## config.mk

```make
export PLATFORM = sky130hd
export DESIGN_NAME = fdc_scan_ctrl
export DESIGN_NICKNAME = d
export VERILOG_FILES = /design/src/rtl/fdc_cmd_pkg.sv /design/src/rtl/fdc_scan_ctrl.sv /design/src/rtl/fdc_fifo.sv
export SDC_FILE = /design/constraint.sdc
export NUM_CORES = 1
export LEC_CHECK = 0
export ABC_CLOCK_PERIOD_IN_PS = 3650
export BUFFER_PORTS_ARGS = -buffer_cell sky130_fd_sc_hd__clkbuf_2
export CAP_MARGIN = 0
export CORE_ASPECT_RATIO = 1.1
export CORE_MARGIN = 2
export CORE_UTILIZATION = 53
export CTS_BUF_LIST = sky130_fd_sc_hd__clkbuf_8
export DETAILED_ROUTE_END_ITERATION = 16
export PLACE_DENSITY = 0.79
export SYNTH_ARGS = -nofsm -noshare
export SYNTH_HDL_FRONTEND = slang
export SYNTH_HIERARCHICAL = 1
export SYNTH_SLANG_ARGS = --single-unit
```

## constraint.sdc

```tcl
create_clock -name clk_sys -period 3.65 [get_ports clk_sys]
set_input_delay 0.365 -clock clk_sys [delete_from_list [all_inputs] [get_ports clk_sys]]
set_output_delay 0.365 -clock clk_sys [all_outputs]
set_load 0.01 [all_outputs]
```

## src/rtl/fdc_cmd_pkg.sv

```systemverilog
package fdc_cmd_pkg;
  // timing in microseconds at 1 Mbps; tick-based delays scale by the rate multiplier, the overrun limit does not
  localparam int    CLK_MHZ          = 200;
  localparam int    OVERRUN_US       = 13;
  localparam int    OVERRUN_CYC      = (OVERRUN_US * CLK_MHZ) - 1;
  localparam int    TICK_US          = 500;
  localparam int    TICK_CYC         = TICK_US * CLK_MHZ;
  localparam int    STEP_BASE_TICKS  = 16;
  localparam int    UNLOAD_ZERO_CNT  = 256;
  localparam int    UNLOAD_PER_CNT   = 16;
  localparam int    LOAD_PER_CNT     = 2;
  localparam int    LOAD_ZERO_CNT    = 256;
  localparam logic [7:0] ST0_INVALID = 8'h80;
  localparam logic [1:0] CC_NORMAL   = 2'h0;
  localparam logic [1:0] CC_ABNORMAL = 2'h1;
  localparam logic [1:0] CC_POLL     = 2'h3;
  localparam int    ST2_MISS_BIT     = 2;
  localparam int    ST2_HIT_BIT      = 3;
  localparam int    ST2_MARK_BIT     = 6;
  localparam int    ST1_OVERRUN_BIT  = 4;
  localparam int    ST0_SEEK_END_BIT = 5;
  localparam int    ST0_HEAD_BIT     = 2;
  localparam logic  RST_IMPLIED_SEEK = 1'b0;
  localparam logic  RST_FIFO_DISABLE = 1'b1;
  localparam logic [3:0] RST_FIFO_THR  = 4'h0;
  localparam logic [7:0] RST_PRECOMP   = 8'h00;
  localparam logic  RST_POLL_DISABLE = 1'b0;

  typedef enum logic [1:0] {
    SCAN_EQ = 2'h0,
    SCAN_LE = 2'h1,
    SCAN_HE = 2'h2
  } scan_mode_e;

  typedef struct packed {
    logic       implied_seek_enable;
    logic       fifo_disable_bit;
    logic       poll_disable;
    logic [3:0] fifo_threshold_field;
    logic [7:0] precomp_track_field;
    logic       double_freq_clock_select;
  } config_s;

  typedef struct packed {
    logic [3:0] step_rate_code;
    logic [3:0] head_unload_code;
    logic [6:0] head_load_code;
    logic       non_dma_select;
  } specify_s;

  typedef struct packed {
    logic [7:0] status_reg_zero;
    logic [7:0] st1;
    logic [7:0] st2;
    logic [7:0] sector;
  } result_s;
endpackage

```

## src/rtl/fdc_scan_ctrl.sv

```systemverilog
`timescale 1ns/1ps
// Summary of operation
// unsigned byte compare, FF largest, 00 smallest
// failed sector: add step, continue scanning
// step one contiguous, step two alternate sectors
// condition met sets hit flag, ends
// none through end sector sets miss flag
// terminal count finishes current byte, then ends
// skip clear: deleted sector is final, mark
// skip set: bypass deleted sector, still mark
// host byte late past 13 us: overrun
// interrupt on result, seek end, transfer
// status query clears interrupt, reports cause
// query with nothing pending returns 80h
// head bit in returned status reads zero
// step rate code sets step interval
// unload code sets head unload delay
// load code sets head load delay
// non-DMA select picks request bit path
// implied seek enable forces seek first
// FIFO disable: threshold reads one byte, FIFO stays in path
// threshold field selects 1 to 16
// precomp track field, default track zero
// polling: one interrupt after reset
module fdc_scan_ctrl
  import fdc_cmd_pkg::*;
#(
  parameter int OVR_CYCLES  = OVERRUN_CYC,
  parameter int TICK_CYCLES = TICK_CYC,
  parameter int FIFO_DEPTH  = 8
) (
  input  wire logic       clk_sys,
  input  wire logic       rst,
  input  wire logic       cfg_we,
  input  wire config_s    cfg_in,
  input  wire logic       spec_we,
  input  wire specify_s   spec_in,
  output config_s         cfg_out,
  output specify_s        spec_out,
  input  wire logic [1:0] rate_mult,
  input  wire logic       scan_start,
  input  wire logic [1:0] scan_mode,
  input  wire logic [7:0] start_sector,
  input  wire logic [7:0] end_track_sector,
  input  wire logic [7:0] sector_step_value,
  input  wire logic       skip_deleted_option,
  input  wire logic [7:0] disk_data,
  input  wire logic       disk_valid,
  input  wire logic       disk_last,
  input  wire logic       disk_deleted,
  output logic            disk_ready,
  input  wire logic [7:0] host_data,
  input  wire logic       host_valid,
  output logic            host_ready,
  input  wire logic       terminal_count_pin,
  output logic [7:0]      sector_req,
  output logic            scan_busy,
  output logic            scan_done,
  output result_s         scan_result,
  input  wire logic       result_phase_evt,
  input  wire logic       seek_done_evt,
  input  wire logic       seek_abnormal,
  input  wire logic [7:0] present_cylinder,
  input  wire logic       sense_int_cmd,
  output logic [7:0]      sense_st0,
  output logic [7:0]      sense_pcn,
  output logic            int_out,
  output logic            request_for_master_bit,
  output logic            dma_request_pin,
  input  wire logic       rw_cmd_start,
  input  wire logic       rw_exec_end,
  output logic            implied_seek_req,
  output logic            head_load_done,
  output logic            head_loaded,
  output logic            step_tick,
  output logic [4:0]      xfer_threshold
);
  typedef enum logic [3:0] {
    S_IDLE = 4'b0001,
    S_CMP  = 4'b0010,
    S_SKIP = 4'b0100,
    S_END  = 4'b1000
  } scan_st_e;

  scan_st_e       st_r, st_nxt;
  config_s        cfg_r, cfg_nxt;
  specify_s       spec_r, spec_nxt;
  result_s        res_r, res_nxt;
  logic [7:0]     sec_r, sec_nxt;
  logic           fail_r, fail_nxt;
  logic           tc_r, tc_nxt;
  logic [15:0]    ovr_r, ovr_nxt;
  logic           int_r, int_nxt;
  logic [1:0]     cause_r, cause_nxt;
  logic           poll_pend_r, poll_pend_nxt;
  logic [7:0]     s0_r, s0_nxt;
  logic [7:0]     pcn_r, pcn_nxt;
  logic           done_r, done_nxt;
  logic           tc_s1_r, tc_s2_r;
  logic [7:0]     hd;
  logic           hv, hr, pair;
  logic           match_byte;

  assign cfg_out  = cfg_r;
  assign spec_out = spec_r;
  assign xfer_threshold = cfg_r.fifo_disable_bit ? 5'h01 :
                          {1'b0, cfg_r.fifo_threshold_field} + 5'h01;

  // host bytes buffered; source stalls once full
  fdc_fifo #(.WIDTH(8), .DEPTH(FIFO_DEPTH)) u_fifo (
    .clk_sys   (clk_sys),
    .rst       (rst),
    .flush     (scan_start),
    .in_data   (host_data),
    .in_valid  (host_valid),
    .in_ready  (host_ready),
    .out_data  (hd),
    .out_valid (hv),
    .out_ready (hr)
  );

  assign pair       = (st_r == S_CMP) && disk_valid && hv;
  assign hr         = pair || (st_r == S_SKIP && disk_valid && hv);
  assign disk_ready = (st_r == S_CMP || st_r == S_SKIP) && hv;  // keeps host bytes paired

  always_comb begin
    case (scan_mode_e'(scan_mode))
      SCAN_EQ: match_byte = (disk_data == hd);
      SCAN_LE: match_byte = (disk_data <= hd);
      SCAN_HE: match_byte = (disk_data >= hd);
      default: match_byte = (disk_data == hd);
    endcase
  end

  always_comb begin
    st_nxt   = st_r;
    res_nxt  = res_r;
    sec_nxt  = sec_r;
    fail_nxt = fail_r;
    tc_nxt   = tc_r | tc_s2_r;
    ovr_nxt  = ovr_r;
    done_nxt = 1'b0;
    case (st_r)
      S_IDLE: begin
        if (scan_start) begin
          st_nxt   = S_CMP;
          res_nxt  = '0;
          sec_nxt  = start_sector;
          fail_nxt = 1'b0;
          tc_nxt   = 1'b0;
          ovr_nxt  = '0;
        end
      end
      S_CMP: begin
        if (disk_valid && disk_deleted) begin
          res_nxt.st2[ST2_MARK_BIT] = 1'b1;
          if (skip_deleted_option) begin
            st_nxt = S_SKIP;
          end else begin
            st_nxt = S_END;
          end
        end else if (pair) begin
          ovr_nxt = '0;
          if (!match_byte) begin
            fail_nxt = 1'b1;
          end
          if (tc_r || tc_s2_r) begin
            st_nxt = S_END;
          end else if (disk_last) begin
            if (!fail_r && match_byte) begin
              res_nxt.st2[ST2_HIT_BIT] = 1'b1;
              st_nxt = S_END;
            end else if (sec_r >= end_track_sector) begin
              res_nxt.st2[ST2_MISS_BIT] = 1'b1;
              st_nxt = S_END;
            end else begin
              sec_nxt  = sec_r + sector_step_value;
              fail_nxt = 1'b0;
            end
          end
        end else if (disk_valid && !hv) begin
          if (ovr_r >= 16'(OVR_CYCLES)) begin
            res_nxt.st1[ST1_OVERRUN_BIT] = 1'b1;
            res_nxt.status_reg_zero[7:6] = CC_ABNORMAL;
            st_nxt = S_END;
          end else begin
            ovr_nxt = ovr_r + 16'h0001;
          end
        end else if (tc_r) begin
          st_nxt = S_END;
        end
      end
      S_SKIP: begin
        if (disk_valid && hv && disk_last) begin
          if (sec_r >= end_track_sector) begin
            res_nxt.st2[ST2_MISS_BIT] = 1'b1;
            st_nxt = S_END;
          end else begin
            sec_nxt = sec_r + sector_step_value;
            st_nxt  = S_CMP;
          end
        end
      end
      S_END: begin
        res_nxt.sector = sec_r;
        done_nxt       = 1'b1;
        st_nxt         = S_IDLE;
      end
      default: st_nxt = S_IDLE;
    endcase
  end

  // interrupt source and status query
  always_comb begin
    cfg_nxt       = cfg_we ? cfg_in : cfg_r;
    spec_nxt      = spec_we ? spec_in : spec_r;
    int_nxt       = int_r;
    cause_nxt     = cause_r;
    poll_pend_nxt = poll_pend_r;
    s0_nxt        = s0_r;
    pcn_nxt       = pcn_r;
    if (sense_int_cmd) begin
      int_nxt = 1'b0;
      if (!int_r) begin
        s0_nxt = ST0_INVALID;
      end else begin
        s0_nxt = '0;
        s0_nxt[7:6] = cause_r;
        s0_nxt[ST0_SEEK_END_BIT] = (cause_r != CC_POLL);
        s0_nxt[ST0_HEAD_BIT]     = 1'b0;
      end
      pcn_nxt = present_cylinder;
    end
    // new events win over a same-cycle clear
    if (seek_done_evt) begin
      int_nxt   = 1'b1;
      cause_nxt = seek_abnormal ? CC_ABNORMAL : CC_NORMAL;
    end else if (poll_pend_r && !head_loaded && !cfg_r.poll_disable) begin
      int_nxt   = 1'b1;
      cause_nxt = CC_POLL;
      poll_pend_nxt = 1'b0;  // one poll interrupt, else a query re-raises it
    end
    if (result_phase_evt || done_r) begin
      int_nxt = 1'b1;
    end
  end

  assign request_for_master_bit = spec_r.non_dma_select && !hv && st_r == S_CMP;
  assign dma_request_pin = !spec_r.non_dma_select && host_ready && st_r == S_CMP;
  assign int_out   = int_r || request_for_master_bit;
  assign scan_busy = (st_r != S_IDLE);
  assign sector_req = sec_r;

  // 0.5 ms base tick scaled by the data rate multiplier
  logic [31:0] tick_cnt_r;
  logic [1:0]  mul_r;
  logic        tick;
  logic [8:0]  step_cnt_r, step_cnt_nxt;
  logic [9:0]  unl_cnt_r, unl_cnt_nxt;
  logic [9:0]  load_cnt_r, load_cnt_nxt;
  logic        loaded_r, loaded_nxt, loading_r, loading_nxt;
  logic        seek_req_r, seek_req_nxt, ld_done_r, ld_done_nxt;
  logic [9:0]  unl_len, load_len;

  assign tick     = (tick_cnt_r == 32'(TICK_CYCLES - 1)) && (mul_r == rate_mult);
  assign unl_len  = (spec_r.head_unload_code == 4'h0) ? 10'(UNLOAD_ZERO_CNT) :
                    10'(spec_r.head_unload_code) * 10'(UNLOAD_PER_CNT);
  assign load_len = (spec_r.head_load_code == 7'h00) ? 10'(LOAD_ZERO_CNT) :
                    10'(spec_r.head_load_code) * 10'(LOAD_PER_CNT);

  always_comb begin
    step_cnt_nxt = step_cnt_r;
    unl_cnt_nxt  = unl_cnt_r;
    load_cnt_nxt = load_cnt_r;
    loaded_nxt   = loaded_r;
    loading_nxt  = loading_r;
    seek_req_nxt = 1'b0;
    ld_done_nxt  = 1'b0;
    if (tick) begin
      if (step_cnt_r >= 9'(STEP_BASE_TICKS) - 9'(spec_r.step_rate_code)) begin
        step_cnt_nxt = 9'h001;
      end else begin
        step_cnt_nxt = step_cnt_r + 9'h001;
      end
    end
    if (rw_cmd_start) begin
      seek_req_nxt = cfg_r.implied_seek_enable;
      loading_nxt  = 1'b1;
      load_cnt_nxt = '0;
    end else if (loading_r && tick) begin
      if (load_cnt_r + 10'h001 >= load_len) begin
        loading_nxt = 1'b0;
        loaded_nxt  = 1'b1;
        ld_done_nxt = 1'b1;
      end else begin
        load_cnt_nxt = load_cnt_r + 10'h001;
      end
    end
    if (rw_exec_end) begin
      unl_cnt_nxt = '0;
    end else if (loaded_r && !loading_r && tick) begin
      if (unl_cnt_r + 10'h001 >= unl_len) begin
        loaded_nxt = 1'b0;
      end else begin
        unl_cnt_nxt = unl_cnt_r + 10'h001;
      end
    end
  end

  assign step_tick        = tick && (step_cnt_r == 9'h001);
  assign implied_seek_req = seek_req_r;
  assign head_load_done   = ld_done_r;
  assign head_loaded      = loaded_r;

  always_ff @(posedge clk_sys) begin
    tc_s1_r <= terminal_count_pin;
    tc_s2_r <= tc_s1_r;
    if (rst) begin
      st_r        <= S_IDLE;
      res_r       <= '0;
      sec_r       <= '0;
      fail_r      <= 1'b0;
      tc_r        <= 1'b0;
      ovr_r       <= '0;
      done_r      <= 1'b0;
      cfg_r       <= '{RST_IMPLIED_SEEK, RST_FIFO_DISABLE, RST_POLL_DISABLE,
                       RST_FIFO_THR, RST_PRECOMP, 1'b0};
      spec_r      <= '0;
      int_r       <= 1'b0;
      cause_r     <= CC_POLL;
      poll_pend_r <= 1'b1;
      s0_r        <= '0;
      pcn_r       <= '0;
      tick_cnt_r  <= '0;
      mul_r       <= '0;
      step_cnt_r  <= '0;
      unl_cnt_r   <= '0;
      load_cnt_r  <= '0;
      loaded_r    <= 1'b0;
      loading_r   <= 1'b0;
      seek_req_r  <= 1'b0;
      ld_done_r   <= 1'b0;
    end else begin
      st_r        <= st_nxt;
      res_r       <= res_nxt;
      sec_r       <= sec_nxt;
      fail_r      <= fail_nxt;
      tc_r        <= tc_nxt;
      ovr_r       <= ovr_nxt;
      done_r      <= done_nxt;
      cfg_r       <= cfg_nxt;
      spec_r      <= spec_nxt;
      int_r       <= int_nxt;
      cause_r     <= cause_nxt;
      poll_pend_r <= poll_pend_nxt;
      s0_r        <= s0_nxt;
      pcn_r       <= pcn_nxt;
      if (tick_cnt_r == 32'(TICK_CYCLES - 1)) begin
        tick_cnt_r <= '0;
        mul_r      <= (mul_r == rate_mult) ? 2'h0 : mul_r + 2'h1;
      end else begin
        tick_cnt_r <= tick_cnt_r + 32'h1;
      end
      step_cnt_r  <= step_cnt_nxt;
      unl_cnt_r   <= unl_cnt_nxt;
      load_cnt_r  <= load_cnt_nxt;
      loaded_r    <= loaded_nxt;
      loading_r   <= loading_nxt;
      seek_req_r  <= seek_req_nxt;
      ld_done_r   <= ld_done_nxt;
    end
  end

  assign scan_done   = done_r;
  assign scan_result = res_r;
  assign sense_st0   = s0_r;
  assign sense_pcn   = pcn_r;
endmodule

```

## src/rtl/fdc_fifo.sv

```systemverilog
`timescale 1ns/1ps
module fdc_fifo #(
  parameter int WIDTH = 8,
  parameter int DEPTH = 8
) (
  input  wire logic             clk_sys,
  input  wire logic             rst,
  input  wire logic             flush,
  input  wire logic [WIDTH-1:0] in_data,
  input  wire logic             in_valid,
  output logic                  in_ready,
  output logic      [WIDTH-1:0] out_data,
  output logic                  out_valid,
  input  wire logic             out_ready
);
  localparam int AW = $clog2(DEPTH);
  logic [WIDTH-1:0] mem_r [DEPTH];
  logic [AW-1:0]    wp_r;
  logic [AW-1:0]    rp_r;
  logic [AW:0]      cnt_r;
  logic [AW-1:0]    wp_nxt;
  logic [AW-1:0]    rp_nxt;
  logic [AW:0]      cnt_nxt;
  logic             push;
  logic             pop;

  assign in_ready  = (cnt_r != (AW+1)'(DEPTH));
  assign out_valid = (cnt_r != '0);
  assign out_data  = mem_r[rp_r];
  assign push      = in_valid && in_ready;
  assign pop       = out_valid && out_ready;

  always_comb begin
    wp_nxt  = push ? ((wp_r == AW'(DEPTH-1)) ? '0 : wp_r + 1'b1) : wp_r;
    rp_nxt  = pop ? ((rp_r == AW'(DEPTH-1)) ? '0 : rp_r + 1'b1) : rp_r;
    cnt_nxt = cnt_r + (AW+1)'(push) - (AW+1)'(pop);
    if (flush) begin
      wp_nxt  = '0;
      rp_nxt  = '0;
      cnt_nxt = '0;
    end
  end

  always_ff @(posedge clk_sys) begin
    if (rst) begin
      wp_r  <= '0;
      rp_r  <= '0;
      cnt_r <= '0;
    end else begin
      wp_r  <= wp_nxt;
      rp_r  <= rp_nxt;
      cnt_r <= cnt_nxt;
    end
    if (push) begin
      mem_r[wp_r] <= in_data;
    end
  end
endmodule

```

==> After elaboration in Yosys (flattened, before gate mapping) <==
Memories as Yosys holds them, arrays and structs flattened. A register that Yosys moved wholly into a read port is not among the register bits.
Cells that the tools add are included.
{ "word_totals": {"output_inout_bits": 104, "word_cells": 258, "memories": 1, "register_bits": 176, "ramBits": 64} }
{ "op_classes": {"reduce_logical": 62, "order_cmp": 7, "add_sub_neg": 13, "eq_ne": 33, "mux": 95, "n_bitwise": 6} }
{ "mem_list": {"columns": ["name", "depth", "word_bits", "read_ports", "rd_ports_with_merged_regs", "write_ports", "line", "text"], "rows": [
  ["u_fifo.mem_r", 8, 8, 1, 1, 1, "fdc_fifo.sv:17", "logic [WIDTH-1:0] mem_r [DEPTH];"]
]} }
{ "op_table": {"columns": ["cell", "n"], "rows": [
  ["two-way mux 16 bit", 5],
  ["two-way mux 8 bit", 9],
  ["two-way mux 4 bit", 13],
  ["two-way mux 1 bit", 37],
  ["adder 32 x 1 -> 32 bit (second input constant)", 1],
  ["equality test 32 x 17 -> 1 bit (second input constant)", 1],
  ["two-way mux 32 bit", 1],
  ["case mux 16 bit (2 select lines)", 1],
  ["two-way mux 9 bit", 3],
  ["inequality test 2 bit (second input constant)", 12],
  ["case mux 8 bit (3 select lines)", 1],
  ["logical AND 1 bit", 23],
  ["two-way mux 2 bit", 11],
  ["adder 10 x 1 -> 10 bit (second input constant)", 2],
  [">= comparator 10 x 9 -> 1 bit", 2],
  ["adder 16 x 1 -> 16 bit (second input constant)", 1],
  [">= comparator 16 x 12 -> 1 bit (second input constant)", 1],
  [">= comparator 8 bit", 2],
  ["case mux 8 bit (2 select lines)", 1],
  ["inequality test 5 bit (second input constant)", 3],
  ["two-way mux 3 bit", 4],
  ["case mux 4 bit (3 select lines)", 1],
  ["AND reduction 6 bit", 2],
  ["case mux 1 bit (2 select lines)", 5],
  ["other kinds (45)", 74]
]} }

==> Logic depth before layout (Yosys ltp) <==
Gate-level depths: netlist of the first run.
{ "logic_depth": {"depth_word": 10, "ltp_mapped": 14} }

==> Hierarchy <==
Netlist of the first run, hierarchy kept.
{ "by_module_without_submodules": {"columns": ["mod", "area_per_inst_um2", "n_inst", "cells_each"], "rows": [
  ["fdc_scan_ctrl", 8425.6, 1, 986],
  ["fdc_fifo", 3164.3, 1, 170]
]} }

==> Least setup slack after synthesis of the first run <==
No wires, ideal clock.
{ "synth_timing": {"path_type": "flip-flop to flip-flop", "start": "register with a tool-made name", "end": "register sec_r[7], in the netlist sector_req[7]", "path_slack_ps": 10, "setup_time_ps": 121, "synth_period_minus_slack_ps": 3640, "n_path_buf": 3, "path_stages_with_launch": 15, "arrival_ps": 3519, "cell_sequence": "dfxtp_1 -> buf_6 -> buf_12 -> mux4_1 -> mux2_2 -> inv_1 -> ha_1 -> a211oi_1 -> nor2_1 -> a211o_1 -> a21o_1 -> o211ai_1 -> and2_0 -> clkbuf_1 -> mux2_2"} }
{ "synth_rtl": {"columns": ["element", "line", "text"], "rows": [
  ["end signal: assignment", "fdc_scan_ctrl.sv:346", "sec_r <= sec_nxt;"],
  ["end: declaration", "fdc_scan_ctrl.sv:89", "logic [7:0] sec_r, sec_nxt;"]
]} }

==> run summary, run 1 <==
Crit path required time: 4060 ps
Synth Register Bits: 236
Top FF cell, synth: dfxtp_1
TritonCTS clock tree: yes
Distinct cell type count after synthesis: 66
Die area: 23100 um^2
Placement Cell Area: 12700 um^2
Die span in y: 159 um
Filler Cell Count: 1720
Worst-skew pair later-pin latency: 530 ps
Max Fclk: 291 MHz
Most numerous cell in the Yosys netlist: dfxtp_1
Hold Crit Class: in -> reg
PD cells: 441 nW/um^2
Clk_skew: 17.3 ps
Post-synth EDFFs: 64
Final core utilization: 63.1%
Drt wl/cell: 16.4 um
Syn Area/Cell: 10.0 um^2
HP Start: cfg_in[14]
Layout cells sized above 1: 20.3%
Unrepaired setup endpoints after global routing: no
Final setup violation count: 0
Post-CTS Setup Bufs: 0
# rows: 56
Clock Tree Root: clkbuf_8
Critical path class: reg -> reg
Synth area leaders: dfxtp_1 30%, edfxtp_1 17%, ha_1 6.7%
# port buffers: 180
Total power: 5.95 mW
Vias: 9111
Max IR drop VDD: 0.289 mV
Initial antenna violation count: 2
Area fraction of the dominant cell type after synthesis: 29.7%
Clock tree sinks: 236
Clock transition at the registers of the reported paths: 60 ps
Core area: 21400 um^2
Maxcap violations: 0
Post-Route WL: 27.3 mm
Final Cell Area: 13500 um^2
Final Hold Fails: 0
Max Root-Sink Buffers: 3
Drc violations: 0
Top post-synthesis cells by count: 172 x dfxtp_1, 151 x nor2_1, 70 x nand2_1, 64 x edfxtp_1, 62 x ha_1
Tcrit/Tclk final: 94.1%
Worst Setup End Kind: flop
Dpl hpwl: 20.2 mm
Inserted Clock Buffers: 39
Starting Density: 54.2%
Final Slew Violations: 0
Mapped Cells: 1156
CTS HTree Levels: 2
Antenna Violating Nets Remaining: 0
Arr. time, crit path: 3850 ps
Nets@finish: 1514
Vias per cell: 5.46
CP Max Fanout: 9
Drt pass-1 iters: 5
Pin count of the biggest net entering global routing: 52
Seq/Total Area, Yosys: 46.3%
Post-route minimum period: 3430 ps
Worst Tran Pin Value: 928 ps
Leak: 5.71 nW
Largest area contributor in the netlist: dfxtp_1
Slew Limit Headroom: 37.9%
Chip width: 145 um
Area delta synth->final: 16.4%
GRT overflow: 0
GRT Resource Usage Total: 23.1%
Routability Congestion: 0.877
Async SR Flop Fraction: 0%
Cell Area, Synth: 11600 um^2
Outcome: completed
IO Count: 205
First-pass GRT wire length: 43.9 mm
Synthesis warning total: 6
1st-iter DRT viols: 448
Critical Path Source Type: flop
Vias in the first global route: 8907
[cell type report]
type	instances	area, um^2	area share (%)
timing repair buffer	195	1020	7.53
sequential	236	5370	39.8
multi-input combinational	819	5720	42.4
clock buffer	45	619	4.59
tap	290	363	2.69
inverter	58	218	1.61
clock inverter	23	173	1.28
antenna	2	5.00	0.0371
[flip-flops by register name (all words and copies together), names as in the netlist, 2 cells and up, named ones only]
register and cells:
load_cnt_r 10, u_fifo/rp_r 3, cause_r 2, st_r 4
spec_out 16, sector_req 8, cfg_out 16, u_fifo/cnt_r 4
mul_r 2, ovr_r 16, tick_cnt_r 32, sense_pcn 8
sense_st0 3, unl_cnt_r 10, u_fifo/wp_r 3, step_cnt_r 9
scan_result 12, u_fifo/mem_r 64
[per-stage QoR]
| step | worst slack [ps] | instances | TNS, ps | hold WS, ps |
|---|---|---|---|---|
| 6_report | 217 | 1668 | 0 | 68.3 |
| 5_1_grt | 7.79 | 1667 | 0 | 69.1 |
| 4_1_cts | 22.6 | 1666 | 0 | 43.9 |
| 3_5_place_dp | -83.9 | 1597 | -494 | 320 |
| 3_3_place_gp | 122 | 1597 | 0 | 314 |
| 2_1_floorplan | 10.4 | 1179 | 0 | 310 |
[where the power goes]
group / leakage (nW) / switching, mW / internal, mW
sequential: 1.98 / 0.0927 / 2.76
combinational: 3.27 / 0.413 / 0.308
clock: 0.452 / 1.04 / 1.33
total: 5.71 / 1.54 / 4.41
[worst paths after layout]
check | endpoint | slack [ps] | cells after the start
max | sector_req[7] | 220 | 11
min | cfg_out[14] | 70 | 3
max reg2reg | sector_req[7] | 220 | 11
min reg2reg | tc_s2_r | 330 | 0
[placed cells by master, fill, tap and decap left out, types with 9 or more instances in the layout]
| cell | count |
|---|---|
| clkbuf_2 | 180 |
| dfxtp_1 | 170 |
| nor2_1 | 151 |
| inv_1 | 71 |
| nand2_1 | 70 |
| edfxtp_1 | 64 |
| ha_1 | 62 |
| xnor2_1 | 47 |
| mux2i_1 | 46 |
| clkbuf_8 | 45 |
| nand3_1 | 43 |
| nor3_1 | 39 |
| a21oi_1 | 39 |
| xor2_1 | 32 |
| o21ai_0 | 25 |
| conb_1 | 24 |
| and3_1 | 20 |
| nor4_1 | 19 |
| nand4_1 | 18 |
| nand2b_1 | 16 |
| mux4_1 | 15 |
| buf_4 | 14 |
| nor2b_1 | 10 |
| a211oi_1 | 10 |
| mux2_2 | 9 |
[per-layer routing]
metal / share of wire, % / vias up / global-route usage (%)
met2: 49 / 301 / 40.7
met1: 42 / 4297 / 27.8
met3: 6.3 / 51 / 4.99
li1: - / 4460 / -
met5: 0.059 / - / 0
met4: 2.6 / 2 / 8.24
[worst max-delay path, stage by stage, from the launching register on]
cell and delay (ps):
dfxtp_4 420, mux4_1 590, mux2_2 280, inv_1 60, ha_1 240, a211oi_1 240
nor2_1 120, a211o_1 330, a21o_1 180, o211ai_1 280, and2_0 230, mux2_2 340
[timing repair]
action / CTS / global route
resized for setup: 1 / 3
setup endpoints to repair: 9 / 9
endpoints found under the hold margin: 1 / 0
hold buffers: 1 / 0
pin swaps: 0 / 0
[kinds of logic (layout without fill, tap and decap cells)]
kind of cell / count (synthesis) / after routing / share of synthesized area, %
AND/OR/NAND/NOR: 446 / 446 / 19.2
flip-flops: 236 / 236 / 46.3
AO/OA/AOI/OAI: 135 / 135 / 7.78
buffers and inverters: 124 / 321 / 5.21
XOR/XNOR: 79 / 79 / 5.97
multiplexers: 71 / 71 / 8.44
adder cells (fa/ha/maj): 64 / 64 / 7.04
other: 1 / 26 / 0.0324
Note: power is estimated with default switching activity, not from simulation.
==> run 2, diff against run 1 <==
--- a/config.mk
+++ b/config.mk
@@ -5,14 +5,15 @@
 export SDC_FILE = /design/constraint.sdc
 export NUM_CORES = 1
 export LEC_CHECK = 0
+export ABC_AREA = 1
 export ABC_CLOCK_PERIOD_IN_PS = 3650
-export BUFFER_PORTS_ARGS = -buffer_cell sky130_fd_sc_hd__clkbuf_2
 export CAP_MARGIN = 0
 export CORE_ASPECT_RATIO = 1.1
 export CORE_MARGIN = 2
-export CORE_UTILIZATION = 53
+export CORE_UTILIZATION = 60
 export CTS_BUF_LIST = sky130_fd_sc_hd__clkbuf_8
 export DETAILED_ROUTE_END_ITERATION = 16
+export DONT_BUFFER_PORTS = 1
 export PLACE_DENSITY = 0.79
 export SYNTH_ARGS = -nofsm -noshare
 export SYNTH_HDL_FRONTEND = slang
==> run summary, run 2 <==
Outcome: completed
Final setup violation count: 0 (unchanged)
Mapped Cells: 1670 (+44%)
Most common cell after layout, fill and taps aside: nand2_1
Antenna Violating Nets Remaining: 0 (unchanged)
Inserted Clock Buffers: 39 (unchanged)
Clock tree sinks: 236 (unchanged)
Post-placement cell count: 1896 (+19%)
Cell Area, Synth: 12600 um^2 (+8.7%)
Distinct cell type count after synthesis: 56 (-15%)
Nets@finish: 1887 (+25%)
Hold Crit Class: in -> reg
Tcrit/Tclk final: 85.4% (-8.7 points)
Maxcap violations: 0 (unchanged)
Largest area contributor in the netlist: dfxtp_1
Final Hold Fails: 0 (unchanged)
Synth Register Bits: 236 (unchanged)
IO Count: 205 (unchanged)
Starting Density: 61.2% (+7.0 points)
Top FF cell, synth: dfxtp_1
Total power: 6.40 mW (+7.6%)
GRT overflow: 0 (unchanged)
Slowest cell on the critical path: dfxtp_1
Pin count of the biggest net entering global routing: 53 (+1.9%)
Clock Tree Root: clkbuf_8
CP max stage delay: 720 ps (+130 ps)
Most numerous cell in the Yosys netlist: nand2_1
Die area: 22200 um^2 (-3.9%)
Area fraction of the dominant cell type after synthesis: 27.3% (-2.4 points)
Vias: 10700 (+17%)
Arr. time, crit path: 3570 ps (-280 ps)
# rows: 55 (-1.8%)
CP Max Fanout: 17 (+8)
Area delta synth->final: 10.4%
Syn Area/Cell: 7.54 um^2 (-25%)
Vias per cell: 5.30 (-2.9%)
Crit path required time: 4110 ps (+50 ps)
Post-Route WL: 30.0 mm (+9.7%)
Critical path class: reg -> reg
Dpl hpwl: 21.7 mm (+7.2%)
Max Root-Sink Buffers: 3 (unchanged)
Core area: 20600 um^2 (-3.7%)
Vias in the first global route: 10400 (+17%)
Top post-synthesis cells by count: 338 x nand2_1, 276 x inv_1, 205 x nor2_1, 172 x dfxtp_1, 104 x nand3_1
TritonCTS clock tree: yes
Synthesis warning total: 6 (unchanged)
CP bufs+invs: 3 (+2)
Layout cells sized above 1: 8.04% (-12 points)
Drt pass-1 iters: 5 (unchanged)
Clk_skew: 19.3 ps (+1.95 ps)
Most flops, register: u_fifo/mem_r
Worst-skew pair later-pin latency: 530 ps (about the same)
# port buffers: 0 (-100%)
Worst Setup End Kind: flop
Async SR Flop Fraction: 0% (unchanged)
PD cells: 460 nW/um^2 (+4.4%)
Routability Congestion: 0.909 (+3.6%)
Leak: 6.35 nW (+11%)
Crit-path leading delay family: simple AND/OR/NAND/NOR gates
CTS HTree Levels: 2 (unchanged)
Post-CTS Setup Bufs: 0 (unchanged)
Total Neg Setup Slack: 0 ps (unchanged)
Max Fclk: 321 MHz (+10%)
Chip width: 142 um (-2.0%)
Max FFs per register: 64 (unchanged)
Slew Limit Headroom: 40.2% (+2.3 points)
Final non-filler cell total: 2010 (+21%)
Post-route minimum period: 3120 ps (-316 ps)
Die span in y: 156 um (-2.0%)
Worst Tran Pin Value: 896 ps (-32.5 ps)
Drc violations: 0 (unchanged)
Most frequent CP cell: nand2_1
Most frequent cells in the layout: 338 x nand2_1, 285 x inv_1, 205 x nor2_1
Crit-path cells: inv_2 > nand3_1 > nand2_1 > nand2_1 > nand2_1 > inv_1 > ha_1 > nand2_1 > inv_1 > nand2_1 > nand2_1 > nand2_1 > nand3_1 > nand2_1 > nand3_1 > nand3_1 > nand3_2 > nand2_1 > nand2_1 > nor2_1
Synth area leaders: dfxtp_1 27%, edfxtp_1 15%, nand2_1 10%
Hold slack: 24.7 ps (-43.6 ps)
Critical Path Source Type: flop
Drt wl/cell: 14.9 um (-8.9%)
Seq/Total Area, Yosys: 42.6% (-3.7 points)
Max IR drop VDD: 0.354 mV (+22%)
Unrepaired setup endpoints after global routing: no
Initial antenna violation count: 2 (unchanged)
GRT Resource Usage Total: 27.1% (+4.0 points)
1st-iter DRT viols: 603 (+35%)
Largest registers: u_fifo/mem_r x64, tick_cnt_r x32
Final Slew Violations: 0 (unchanged)
First-pass GRT wire length: 48.4 mm (+10%)
Clock transition at the registers of the reported paths: 60 ps (about the same)
Post-synth EDFFs: 64 (unchanged)
run 2: cell count changes in the layout (fill, tap and decap cells not counted), sizes merged, moves of 44 or more:
cell and delta:
clkbuf -181, mux2i -46, o21ai +65, nand2 +281, inv +224, xnor2 -44
nor2 +64, nand3 +69
run 2: repair_timing:
item	4_1_cts	5_1_grt
endpoints found under the setup margin	0	8
hold endpoints to repair	112	0
resized for setup	0	1
hold buffers	41	0
run 2: path summary, 6_finish.rpt:
path	cells after the start	slack, ps	endpoint	startpoint
min reg2reg	0	340	tc_s2_r	tc_s1_r
min	2	20	spec_out[1]	spec_we
max	20	530	sector_req[7]	flop
max reg2reg	20	530	sector_req[7]	flop
run 2: final cells by class:
| type | count | area, um^2 |
|---|---|---|
| fillers | 1686 | 6670 |
| multi-input cells | 1107 | 5810 |
| flip-flops and latches | 236 | 5370 |
| inverters | 287 | 1080 |
| clock buffers | 44 | 606 |
| repair buffers | 51 | 485 |
| well taps | 256 | 320 |
| clock inverters | 28 | 239 |
| diodes | 1 | 2.50 |
run 2: layer usage:
| layer | part of all wire [%] | vias up | track usage [%] |
|---|---|---|---|
| met2 | 49 | 359 | 47.6 |
| met5 | 0.043 | - | 0 |
| met4 | 3.0 | 2 | 10.5 |
| li1 | - | 5397 | - |
| met1 | 41 | 4827 | 31.8 |
| met3 | 7.0 | 75 | 6.45 |
run 2: where the power goes:
part | switching (mW) | leakage (nW) | internal, mW
registers | 0.158 | 1.99 | 2.81
clock network | 1.07 | 0.458 | 1.40
logic | 0.621 | 3.91 | 0.335
run 2: logic make-up after synthesis:
logic type,Yosys count,synth area share (%)
other,1,0.0298
multiplexers,1,0.0894
AND/OR/NAND/NOR,805,29.0
XOR/XNOR,29,2.02
adder cells (fa/ha/maj),64,6.48
flip-flops,236,42.6
buffers and inverters,350,12.0
AO/OA/AOI/OAI,184,7.76
run 2: per-stage QoR:
| stage | instance area (um^2) | worst slack [ps] | util (%) |
|---|---|---|---|
| after global routing | 13900 | 155 | 67.6 |
| after floorplan | 12700 | 1090 | - |
| after global placement | 12600 | 534 | 61.5 |
| final | 13900 | 533 | 67.6 |
| after detailed placement | 12600 | 359 | 61.5 |
| after CTS | 13900 | 326 | 67.6 |
run 2: worst register-to-register path: stages (launching register included):
cell and delay (ps):
dfxtp_1 720, inv_2 290, nand3_1 160, nand2_1 60
nand2_1 50, nand2_1 60, inv_1 90, ha_1 250
nand2_1 80, inv_1 50, nand2_1 60, nand2_1 40
nand2_1 70, nand3_1 70, nand2_1 60, nand3_1 100
nand3_1 250, nand3_2 290, nand2_1 130, nand2_1 50
nor2_1 120
